[src/hdl/jack_switch_pkg.sv]
package jack_switch_pkg;

  // ---------------------------------------------
  // register indices, byte address is index * 4
  // ---------------------------------------------
  localparam logic [7:0] IDX_JACK_CTRL = 8'h18;
  localparam logic [7:0] IDX_DRV_POWER = 8'h1A;
  localparam logic [7:0] IDX_PIN_CFG = 8'h1B;
  localparam logic [7:0] IDX_IRQ_STATUS = 8'h1C;
  localparam logic [7:0] IDX_IRQ_MASK = 8'h1D;
  localparam logic [7:0] IDX_MIC_CMP = 8'h1E;
  localparam logic [7:0] IDX_LIVE = 8'h1F;

  // ---------------------------------------------
  // field positions
  // ---------------------------------------------
  localparam int REG_W = 9;
  localparam int SWITCH_EN_BIT = 6;
  localparam int SWITCH_POL_BIT = 5;
  localparam int LEFT_PHONE_BIT = 6;
  localparam int RIGHT_PHONE_BIT = 5;
  localparam int LEFT_SPK_BIT = 4;
  localparam int RIGHT_SPK_BIT = 3;
  localparam int MODE_LSB = 0;
  localparam int MODE_W = 3;
  localparam logic [2:0] MODE_INPUT = 3'h0;
  localparam logic [2:0] MODE_EVENT = 3'h1;
  localparam int CMP_EN_BIT = 0;
  localparam int THRESH_LSB = 1;
  localparam int THRESH_W = 8;
  localparam int EV_MIC = 0;
  localparam int EV_JACK = 1;
  localparam int EV_W = 2;

  // ---------------------------------------------
  // reset values
  // ---------------------------------------------
  localparam logic [8:0] RST_JACK_CTRL = 9'h000;
  localparam logic [8:0] RST_DRV_POWER = 9'h000;
  localparam logic [8:0] RST_PIN_CFG = 9'h000;
  localparam logic [8:0] RST_MIC_CMP = 9'h000;
  localparam logic [1:0] RST_IRQ = 2'h0;

  typedef enum logic [1:0] {
    BUS_IDLE = 2'b01,
    BUS_ACCESS = 2'b10
  } bus_state_type;

  typedef struct packed {
    logic left_phone;
    logic right_phone;
    logic left_speaker;
    logic right_speaker;
  } driver_enable_type;

  typedef struct packed {
    bus_state_type bus;
    logic pready;
    logic pslverr;
    logic [31:0] prdata;
    logic [8:0] jack_ctrl;
    logic [8:0] drv_power;
    logic [8:0] pin_cfg;
    logic [8:0] mic_cmp;
    logic [1:0] irq_status;
    logic [1:0] irq_mask;
    logic sense_meta;
    logic sense_sync;
    logic sense_prev;
    logic mic_above;
    driver_enable_type drv;
    logic irq;
    logic pin_o;
    logic pin_oe;
  } state_type;

endpackage

[src/hdl/jack_output_switch.sv]
// Chosen here: the APB slave port.
`timescale 1ns/10ps
// Operation
// - With the switch enabled and a headphone sensed, speakers are forced off and phones allowed.
// - Polarity 0 makes a high sense level mean headphone; polarity 1 makes a low level mean it.
// - The switch only masks drivers whose power enables software has already set.
// - The power register holds left/right phone enables at bits 6/5, speaker ones at 4/3.
// - The switch control register holds switch enable at bit 6 and polarity at bit 5.
// - On the general-pin variant, pin mode 000 in bits 2:0 makes the pin the sense input.
// - The mic supply current is compared against a software threshold.
// - A threshold crossing sets a status bit and, in event mode, drives the pin.
module jack_output_switch #(
  parameter bit GENERAL_PIN_SOURCE = 1'b0,
  parameter int ADDR_W = 12
) (
  // clock and reset
  input wire logic pclk,
  input wire logic presetn,
  // apb slave
  input wire logic psel,
  input wire logic penable,
  input wire logic pwrite,
  input wire logic [ADDR_W-1:0] paddr,
  input wire logic [31:0] pwdata,
  output logic [31:0] prdata,
  output logic pready,
  output logic pslverr,
  // jack sense and general pin
  input wire logic jack_sense_pin,
  input wire logic general_sense_pin_i,
  output logic general_sense_pin_o,
  output logic general_sense_pin_oe,
  // mic supply current, digitised
  input wire logic [jack_switch_pkg::THRESH_W-1:0] mic_supply_current,
  // driver gating and interrupt
  output jack_switch_pkg::driver_enable_type drv_enable,
  output logic irq
);

  // ---------------------------------------------
  // decode helpers
  // ---------------------------------------------
  function automatic logic hit(input logic [ADDR_W-1:0] a, input logic [7:0] idx);
    hit = (a == ADDR_W'({idx, 2'b00}));
  endfunction

  function automatic logic mapped(input logic [ADDR_W-1:0] a);
    mapped = hit(a, jack_switch_pkg::IDX_JACK_CTRL) | hit(a, jack_switch_pkg::IDX_DRV_POWER)
      | hit(a, jack_switch_pkg::IDX_PIN_CFG) | hit(a, jack_switch_pkg::IDX_IRQ_STATUS)
      | hit(a, jack_switch_pkg::IDX_IRQ_MASK) | hit(a, jack_switch_pkg::IDX_MIC_CMP)
      | hit(a, jack_switch_pkg::IDX_LIVE);
  endfunction

  jack_switch_pkg::state_type s_reg;
  jack_switch_pkg::state_type s_next;

  logic sense_raw;
  logic phone_sel;
  logic [2:0] pin_mode;
  logic [7:0] threshold;
  logic above_now;
  logic [1:0] events;
  logic [1:0] rd_clear;
  logic wr_done;
  logic rd_done;
  logic [3:0] pwr4;

  // ---------------------------------------------
  // datapath terms
  // ---------------------------------------------
  assign pin_mode = s_reg.pin_cfg[jack_switch_pkg::MODE_LSB +: jack_switch_pkg::MODE_W];
  assign threshold = s_reg.mic_cmp[jack_switch_pkg::THRESH_LSB +: jack_switch_pkg::THRESH_W];
  assign pwr4 = {s_reg.drv_power[jack_switch_pkg::LEFT_PHONE_BIT],
                 s_reg.drv_power[jack_switch_pkg::RIGHT_PHONE_BIT],
                 s_reg.drv_power[jack_switch_pkg::LEFT_SPK_BIT],
                 s_reg.drv_power[jack_switch_pkg::RIGHT_SPK_BIT]};

  // general pin only senses while it is an input; otherwise reads as low
  assign sense_raw = GENERAL_PIN_SOURCE ?
    (general_sense_pin_i & (pin_mode == jack_switch_pkg::MODE_INPUT))
    : jack_sense_pin;

  // polarity 1 inverts the synchronised level
  assign phone_sel = s_reg.sense_sync ^ s_reg.jack_ctrl[jack_switch_pkg::SWITCH_POL_BIT];

  assign above_now = s_reg.mic_cmp[jack_switch_pkg::CMP_EN_BIT]
    & (mic_supply_current > threshold);

  // only rising crossings raise the mic event, a steady level does not repeat it; either sense edge raises the jack event
  assign events[jack_switch_pkg::EV_MIC] = above_now & ~s_reg.mic_above;
  assign events[jack_switch_pkg::EV_JACK] = s_reg.sense_sync ^ s_reg.sense_prev;

  assign wr_done = (s_reg.bus == jack_switch_pkg::BUS_ACCESS) & psel & penable & pwrite;
  assign rd_done = (s_reg.bus == jack_switch_pkg::BUS_ACCESS) & psel & penable & ~pwrite;
  // clear only what the read returned, so a later event is not lost
  assign rd_clear = (rd_done & hit(paddr, jack_switch_pkg::IDX_IRQ_STATUS)) ?
    s_reg.prdata[jack_switch_pkg::EV_W-1:0] : 2'h0;

  // ---------------------------------------------
  // next state
  // ---------------------------------------------
  always_comb begin
    s_next = s_reg;
    // two-flop synchroniser on the sense source
    s_next.sense_meta = sense_raw;
    s_next.sense_sync = s_reg.sense_meta;
    s_next.sense_prev = s_reg.sense_sync;
    s_next.mic_above = above_now;
    s_next.irq_status = (s_reg.irq_status & ~rd_clear) | events;

    // bus slave, one wait-free access phase after setup
    unique case (s_reg.bus)
      jack_switch_pkg::BUS_IDLE: begin
        s_next.pready = 1'b0;
        s_next.pslverr = 1'b0;
        if (psel && !penable) begin
          s_next.bus = jack_switch_pkg::BUS_ACCESS;
          s_next.pready = 1'b1;
          s_next.pslverr = ~mapped(paddr);
          s_next.prdata = 32'h0000_0000;
          if (!pwrite) begin
            if (hit(paddr, jack_switch_pkg::IDX_JACK_CTRL)) begin
              s_next.prdata = 32'(s_reg.jack_ctrl);
            end else if (hit(paddr, jack_switch_pkg::IDX_DRV_POWER)) begin
              s_next.prdata = 32'(s_reg.drv_power);
            end else if (hit(paddr, jack_switch_pkg::IDX_PIN_CFG)) begin
              s_next.prdata = 32'(s_reg.pin_cfg);
            end else if (hit(paddr, jack_switch_pkg::IDX_IRQ_STATUS)) begin
              s_next.prdata = 32'(s_reg.irq_status);
            end else if (hit(paddr, jack_switch_pkg::IDX_IRQ_MASK)) begin
              s_next.prdata = 32'(s_reg.irq_mask);
            end else if (hit(paddr, jack_switch_pkg::IDX_MIC_CMP)) begin
              s_next.prdata = 32'(s_reg.mic_cmp);
            end else if (hit(paddr, jack_switch_pkg::IDX_LIVE)) begin
              s_next.prdata = 32'({s_reg.drv, phone_sel, s_reg.sense_sync, s_reg.mic_above});
            end
          end
        end
      end
      jack_switch_pkg::BUS_ACCESS: begin
        if (psel && penable) begin
          s_next.bus = jack_switch_pkg::BUS_IDLE;
          s_next.pready = 1'b0;
          s_next.pslverr = 1'b0;
        end
      end
      default: begin
        s_next.bus = jack_switch_pkg::BUS_IDLE;
        s_next.pready = 1'b0;
        s_next.pslverr = 1'b0;
      end
    endcase

    if (wr_done) begin
      if (hit(paddr, jack_switch_pkg::IDX_JACK_CTRL)) begin
        s_next.jack_ctrl = pwdata[jack_switch_pkg::REG_W-1:0];
      end
      if (hit(paddr, jack_switch_pkg::IDX_DRV_POWER)) begin
        s_next.drv_power = pwdata[jack_switch_pkg::REG_W-1:0];
      end
      if (hit(paddr, jack_switch_pkg::IDX_PIN_CFG)) begin
        s_next.pin_cfg = pwdata[jack_switch_pkg::REG_W-1:0];
      end
      if (hit(paddr, jack_switch_pkg::IDX_IRQ_MASK)) begin
        s_next.irq_mask = pwdata[jack_switch_pkg::EV_W-1:0];
      end
      if (hit(paddr, jack_switch_pkg::IDX_MIC_CMP)) begin
        s_next.mic_cmp = pwdata[jack_switch_pkg::REG_W-1:0];
      end
    end

    // gating can only remove a driver that software powered
    s_next.drv.left_phone = pwr4[3]
      & (~s_reg.jack_ctrl[jack_switch_pkg::SWITCH_EN_BIT] | phone_sel);
    s_next.drv.right_phone = pwr4[2]
      & (~s_reg.jack_ctrl[jack_switch_pkg::SWITCH_EN_BIT] | phone_sel);
    s_next.drv.left_speaker = pwr4[1]
      & (~s_reg.jack_ctrl[jack_switch_pkg::SWITCH_EN_BIT] | ~phone_sel);
    s_next.drv.right_speaker = pwr4[0]
      & (~s_reg.jack_ctrl[jack_switch_pkg::SWITCH_EN_BIT] | ~phone_sel);

    s_next.irq = |(s_reg.irq_status & s_reg.irq_mask);
    // any mode but input drives the pin; event mode shows the mic status
    s_next.pin_oe = (pin_mode != jack_switch_pkg::MODE_INPUT);
    s_next.pin_o = (pin_mode == jack_switch_pkg::MODE_EVENT)
      & s_reg.irq_status[jack_switch_pkg::EV_MIC];
  end

  // ---------------------------------------------
  // state register
  // ---------------------------------------------
  always_ff @(posedge pclk or negedge presetn) begin
    if (!presetn) begin
      s_reg <= '0;
      s_reg.bus <= jack_switch_pkg::BUS_IDLE;
      s_reg.jack_ctrl <= jack_switch_pkg::RST_JACK_CTRL;
      s_reg.drv_power <= jack_switch_pkg::RST_DRV_POWER;
      s_reg.pin_cfg <= jack_switch_pkg::RST_PIN_CFG;
      s_reg.mic_cmp <= jack_switch_pkg::RST_MIC_CMP;
      s_reg.irq_status <= jack_switch_pkg::RST_IRQ;
      s_reg.irq_mask <= jack_switch_pkg::RST_IRQ;
    end else begin
      s_reg <= s_next;
    end
  end

  assign prdata = s_reg.prdata;
  assign pready = s_reg.pready;
  assign pslverr = s_reg.pslverr;
  assign drv_enable = s_reg.drv;
  assign irq = s_reg.irq;
  assign general_sense_pin_o = s_reg.pin_o;
  assign general_sense_pin_oe = s_reg.pin_oe;
endmodule

[config.mk]
export PLATFORM = sky130hd
export DESIGN_NAME = jack_output_switch
export DESIGN_NICKNAME = d
export VERILOG_FILES = /design/src/hdl/jack_switch_pkg.sv /design/src/hdl/jack_output_switch.sv
export SDC_FILE = /design/constraint.sdc
export NUM_CORES = 1
export LEC_CHECK = 0
export ABC_AREA = 1
export BUFFER_PORTS_ARGS = -buffer_cell sky130_fd_sc_hd__buf_2
export CAP_MARGIN = 25
export CORE_MARGIN = 2
export CORE_UTILIZATION = 52
export DETAILED_ROUTE_END_ITERATION = 16
export PLACE_DENSITY = 0.88
export SYNTH_ARGS = -nofsm -noshare
export SYNTH_HDL_FRONTEND = slang
export SYNTH_SLANG_ARGS = --single-unit
[constraint.sdc]
create_clock -name pclk -period 2 [get_ports pclk]
set_input_delay 0 -clock pclk [delete_from_list [all_inputs] [get_ports pclk]]
set_output_delay 0 -clock pclk [all_outputs]
set_load 0.02 [all_outputs]
Word level (Yosys, flattened, before mapping)
Index checks and enable logic that the tools add are counted.
Widths: inputs -> output; s select.
- mux-type cells: 12
- reductions and logical operators: 12
- div/mod/pow operators: 0
- multipliers: 0
- order comparisons: 1
- bitwise logic cells: 31
- eq/ne operators: 12
- shift-type cells: 0
- $add $sub $neg: 0
- operators with widths (operator ; count):
    $mux 32 ; 7
    $eq 12x7->1 const B ; 7
    $mux 36 ; 1
    $reduce_and 2->1 ; 7
    $and 1x1->1 ; 12
    $gt 8x8->1 ; 1
    $or 1x1->1 ; 8
    $pmux 4 s2 ; 1
    $mux 7 ; 1
    $not 1->1 ; 5
    $and 2x2->2 ; 2
    $mux 4 ; 1
    $eq 3x1->1 const B ; 1
    $reduce_bool 3->1 ; 1
    $eq 2x1->1 const B ; 1
    $eq 2x2->1 const B ; 1
    $logic_and 1x1->1 ; 2
    $mux 2 ; 1
    $ne 2x1->1 const B ; 1
    $ne 2x2->1 const B ; 1
    $not 2->2 ; 1
    $or 2x2->2 ; 1
    $reduce_or 2->1 ; 1
    $xor 1x1->1 ; 2
    $logic_not 1->1 ; 1
- input port bits: 59
- logic and storage cells: 89
- bits in read-only memories: 0
- memories: 0
- output and inout port bits: 41
- memory bits (writable): 0
- latch bits: 0
- bits in registers: 87

Logic depth before layout (Yosys ltp)
- depth after elaboration: 11
- gate-level depth with buffers: 12

Worst setup path before layout
Ideal clock, no wire load.
- kind: flip-flop to flip-flop
- start: register s_reg[85] (netlist name)
- end: register s_reg, in the netlist prdata[3]
- buffers on the path: 0
- stages on the path, launching flop included: 8
- slack: 590 ps
- data arrival time: 1334 ps
- cell sequence: dfstp_2 > inv_1 > nor2_1 > nand2_1 > nor2_1 > o21ai_0 > o21bai_1 > o21ai_1
- longest elaborated chain between the ends: 2
- RTL lines (element ; line ; text):
    start: declaration ; jack_output_switch.sv:54 ; jack_switch_pkg::state_type s_reg;
    start signal: assignment ; jack_output_switch.sv:203 ; s_reg <= s_next;
    $eq 2x1->1 ; jack_output_switch.sv:112 ; unique case (s_reg.bus)
    $reduce_and 2->1 (no source line) ; n/a ;
Every way passes these cells.
A chain may end at the register's enable or synchronous reset.

Final worst setup path
- start: register s_reg[85] (netlist name)
- end: register s_reg[44] (netlist name)
- longest elaborated chain between the ends: 5
- RTL lines (element ; line ; text):
    $eq 2x2->1 ; jack_output_switch.sv:93 ; assign wr_done = (s_reg.bus == jack_switch_pkg::BUS_ACCESS) & psel & penable & pwrite;
    $and 1x1->1 (3 in series) ; jack_output_switch.sv:93 ;
    $reduce_and 2->1 (no source line) ; n/a ;
Every way passes these cells.

==> summary.txt <==
Final layout
  – Number of flip-flops under the largest register name: 37
  – Ant diodes: 0
  – Final instance area: around 3800 um2
  – Nets@finish: between 500 and 600
  – P&R area growth vs syn: 13.4%
  – Non-filler cells in the finished layout: between 500 and 600
  – FILL cells: 574
  – Register area: roughly 1600 um2
  – Layout cell share with drive strength beyond 1: between 10% and 20%
  – Multi-input logic area: approximately 1300 um2

Synth
  – Avg Inst Size Synth: around 8.3 um2
  – Post-synth ARST share: 100%
  – Yosys cell types: 39
  – Synth warnings: 0
  – Cells after Synth: between 400 and 500
  – Synth Cell Area: approximately 3300 um2
  – Sequential-to-total area share from yosys stat: approximately 48%
  – Primary FF master, synth: dfrtp_1
  – Post-synth EDFFs: 0
  – Register bit total from synthesis: 64

Pwr
  – Flop pwr share: between 50% and 60%
  – Net Sw Power: 0.000609 W
  – Switching Share: between 20% and 30%
  – Peak supply drop: roughly 0.00049 V
  – Pwr dens: 647 nW/um2
  – Total Power: around 0.0025 W
  – Pint: between 0.0015 and 0.002 W
  – Clock share of power: 38.2%
  – Combinational power share: 8.5%
  – Static Leakage: slightly above 2 nW

Critical path
  – Startpoint Class: flop
  – WP data arrival: around 1.8 ns
  – Kind of end point of the critical path: flop
  – Max stage delay on crit path: roughly 0.38 ns
  – Crit-path slowest cell: nand3_2
  – Worst Path Buf+Inv: 1
  – CP Max Fanout: 18
  – CP Class: flop to flop
  – R2R Setup Slk: 0.40 ns
  – Largest delay share family, worst path: simple AND/OR/NAND/NOR gates
  – Critical Path RT: approximately 2.2 ns
  – Crit-path cells: inv_1 > nand4_1 > nor2_2 > nand3_2 > nand2_1 > o21ai_1

Clock network
  – Clk sinks: between 60 and 70
  – Root buffer cell: clkbuf_8
  – Clock-pin slew on the worst setup and hold paths: 0.07 ns
  – Htree depth: 3
  – Total CTS buffers: 9
  – CTS tree: yes
  – Post-CTS setup buffer count: 0
  – CTS max path bufs: 2
  – Clock Latency Late Sink: roughly 0.34 ns

Placement
  – Placed cell area: between 3000 and 4000 um2
  – Post-DP HPWL: ~5200 um
  – Cells after DPL: 516
  – Buffers on Ports: between 50 and 60
  – Gpl congestion: a little under 0.9

Timing
  – Fin crit share: 80.1%
  – Slew @ Worst Pin: 0.782 ns
  – RSZ-0062 raised after global routing: no
  – Hold WS: around 0.013 ns
  – Final Setup Violations: 0
  – Fin. Hold Viols: 0
  – Pins Over Slew Limit: 0
  – Setup total negative slack: 0 ns
  – Slew headroom: between 40% and 50%
  – Final Skew: 0.00467 ns
  – Max Freq: between 0.6 and 0.7 GHz
  – Fin crit period: 1.60 ns

GRT
  – Pin count of the biggest net entering global routing: 65
  – Antenna violations before repair: 0
  – Vias in the first global route: 2688
  – Grt total ovfl: 0
  – Total GRT Usage: a little over a fifth
  – First-pass GRT wire length: between 10000 and 15000 um

Status
  – Status: finished, final reports clean

Floorplanning
  – Die area: 7100 um2
  – Die Span X: about 84 um
  – Cell Rows: 29
  – Die height: 84.3 um
  – Core area: between 6000 and 7000 um2
  – Starting Density: between 50 and 60%
  – Number of I/O pins: 100

Route
  – DR vias: roughly 2800
  – Routed vias/inst: slightly above 5
  – DRC viols: 0
  – Final ANT Viol Nets: 0
  – Routed WL per cell: ~13 um
  – DRT iter0 DRCs: 186
  – Drt total wl: 7070 um
  – Router iterations before antenna repair: 6

Worst hold path
  – Hold Path Class: primary input to flop

Job
  – Max cap viols: 0
## timing repair
item,CTS,global route
resized for setup,0,0
endpoints found under the hold margin,91,0
hold buffers,13,0
## final timing paths
path | start | cells past startpoint | end
setup / recovery | s_reg[85]$_DFFE_PN1P_ | 6 | s_reg[44]$_DFFE_PN0P_
hold / removal | pwrite | 5 | s_reg[14]$_DFF_PN0_
setup reg to reg | s_reg[85]$_DFFE_PN1P_ | 6 | s_reg[44]$_DFFE_PN0P_
hold reg to reg | s_next[9]$_DFF_PN0_ | 0 | s_next[8]$_DFF_PN0_
max in group asynchronous | presetn | 3 | prdata[8]$_DFFE_PN0P_
min in group asynchronous | presetn | 3 | s_reg[18]$_DFFE_PN0P_
## synthesized netlist by cell type (2+ instances only)
cell type | number | share of area (%)
xnor2_1 | 2 | 0.52
nor2_4 | 2 | 0.67
nand2_2 | 7 | 1.3
inv_2 | 4 | 0.45
buf_4 | 36 | 8.1
clkbuf_1 | 2 | 0.22
nor2_1 | 25 | 2.8
o21ai_2 | 2 | 0.52
ha_1 | 8 | 3.0
nand2_1 | 100 | 11
o22ai_1 | 2 | 0.37
nand4_1 | 4 | 0.75
o211ai_1 | 4 | 0.90
inv_1 | 42 | 4.7
o31ai_1 | 2 | 0.45
o21ai_1 | 42 | 6.3
o21ai_0 | 11 | 1.6
dfrtp_1 | 63 | 47
buf_2 | 3 | 0.45
a21oi_1 | 5 | 0.75
nand3_1 | 16 | 2.4
nor3_1 | 3 | 0.45
nor2_2 | 3 | 0.56
o21bai_1 | 2 | 0.45
## through the flow
stage	setup WS (ns)	util (%)
after global routing	0.220	60.5
after CTS	0.414	60.5
final	0.398	60.5
after detailed placement	0.397	55.8
after floorplan	0.590	-
after global placement	0.476	55.8
## cell type report
class | instances | area share (%)
clock buffer | 12 | 3.82
clock inverter | 4 | 0.527
timing repair buffer | 68 | 10.9
inverter | 48 | 4.84
tap | 77 | 2.54
sequential | 64 | 42.2
multi-input combinational | 272 | 35.2
## cells in the final DEF (no fill, tap or decap), drive strengths merged
| master | synthesis | layout |
|---|---|---|
| nand3b | 1 | 1 |
| and3 | 1 | 1 |
| a21oi | 5 | 5 |
| nor2 | 30 | 30 |
| inv | 47 | 47 |
| xnor2 | 2 | 2 |
| o31ai | 2 | 2 |
| dlygate4sd3 | 0 | 13 |
| nand4 | 4 | 4 |
| o221a | 1 | 1 |
| o221ai | 1 | 1 |
| or2 | 1 | 1 |
| o211ai | 4 | 4 |
| dfstp | 1 | 1 |
| ha | 8 | 8 |
| nand2 | 108 | 108 |
| o21ai | 55 | 55 |
| o22ai | 2 | 2 |
| conb | 1 | 23 |
| buf | 41 | 55 |
| o21bai | 2 | 2 |
| nor3 | 4 | 4 |
| a211oi | 1 | 1 |
| clkinv | 1 | 5 |
| nand3 | 17 | 17 |
| dfrtp | 63 | 63 |
| clkbuf | 2 | 12 |
## metal layers
layer / share of wire [%] / vias up / GRT usage, %
li1: - / 1360 / -
met1: 41 / 1306 / 28.2
met2: 48 / 124 / 34.9
met3: 9.2 / 13 / 6.59
met4: 1.5 / 0 / 7.04
met5: 0 / - / 0
## power by group through the flow
stage / registers (W) / logic [W] / clock network [W]
after detailed placement: 0.00133 / 0.000190 / 0
after floorplan: 0.00134 / 0.000135 / 0
after global placement: 0.00133 / 0.000183 / 0
after global routing: 0.00131 / 0.000235 / 0.00101
after CTS: 0.00131 / 0.000210 / 0.000952
final: 0.00131 / 0.000209 / 0.000939
## tightest hold or removal path: stages
cell     delay (ns)
buf_2          0.10
nor2_1         0.06
nand3_1        0.08
nand2_1        0.05
nand2_1        0.04
## kinds of logic after synthesis
group                    Yosys count  share of synthesized area (%)
flip-flops                        64                           47.9
other                              1                          0.112
AO/OA/AOI/OAI                     73                           12.2
XOR/XNOR                           2                          0.523
buffers and inverters             91                           14.7
AND/OR/NAND/NOR                  166                           21.7
adder cells (fa/ha/maj)            8                           2.99
Power figures use the tool's default switching activity.
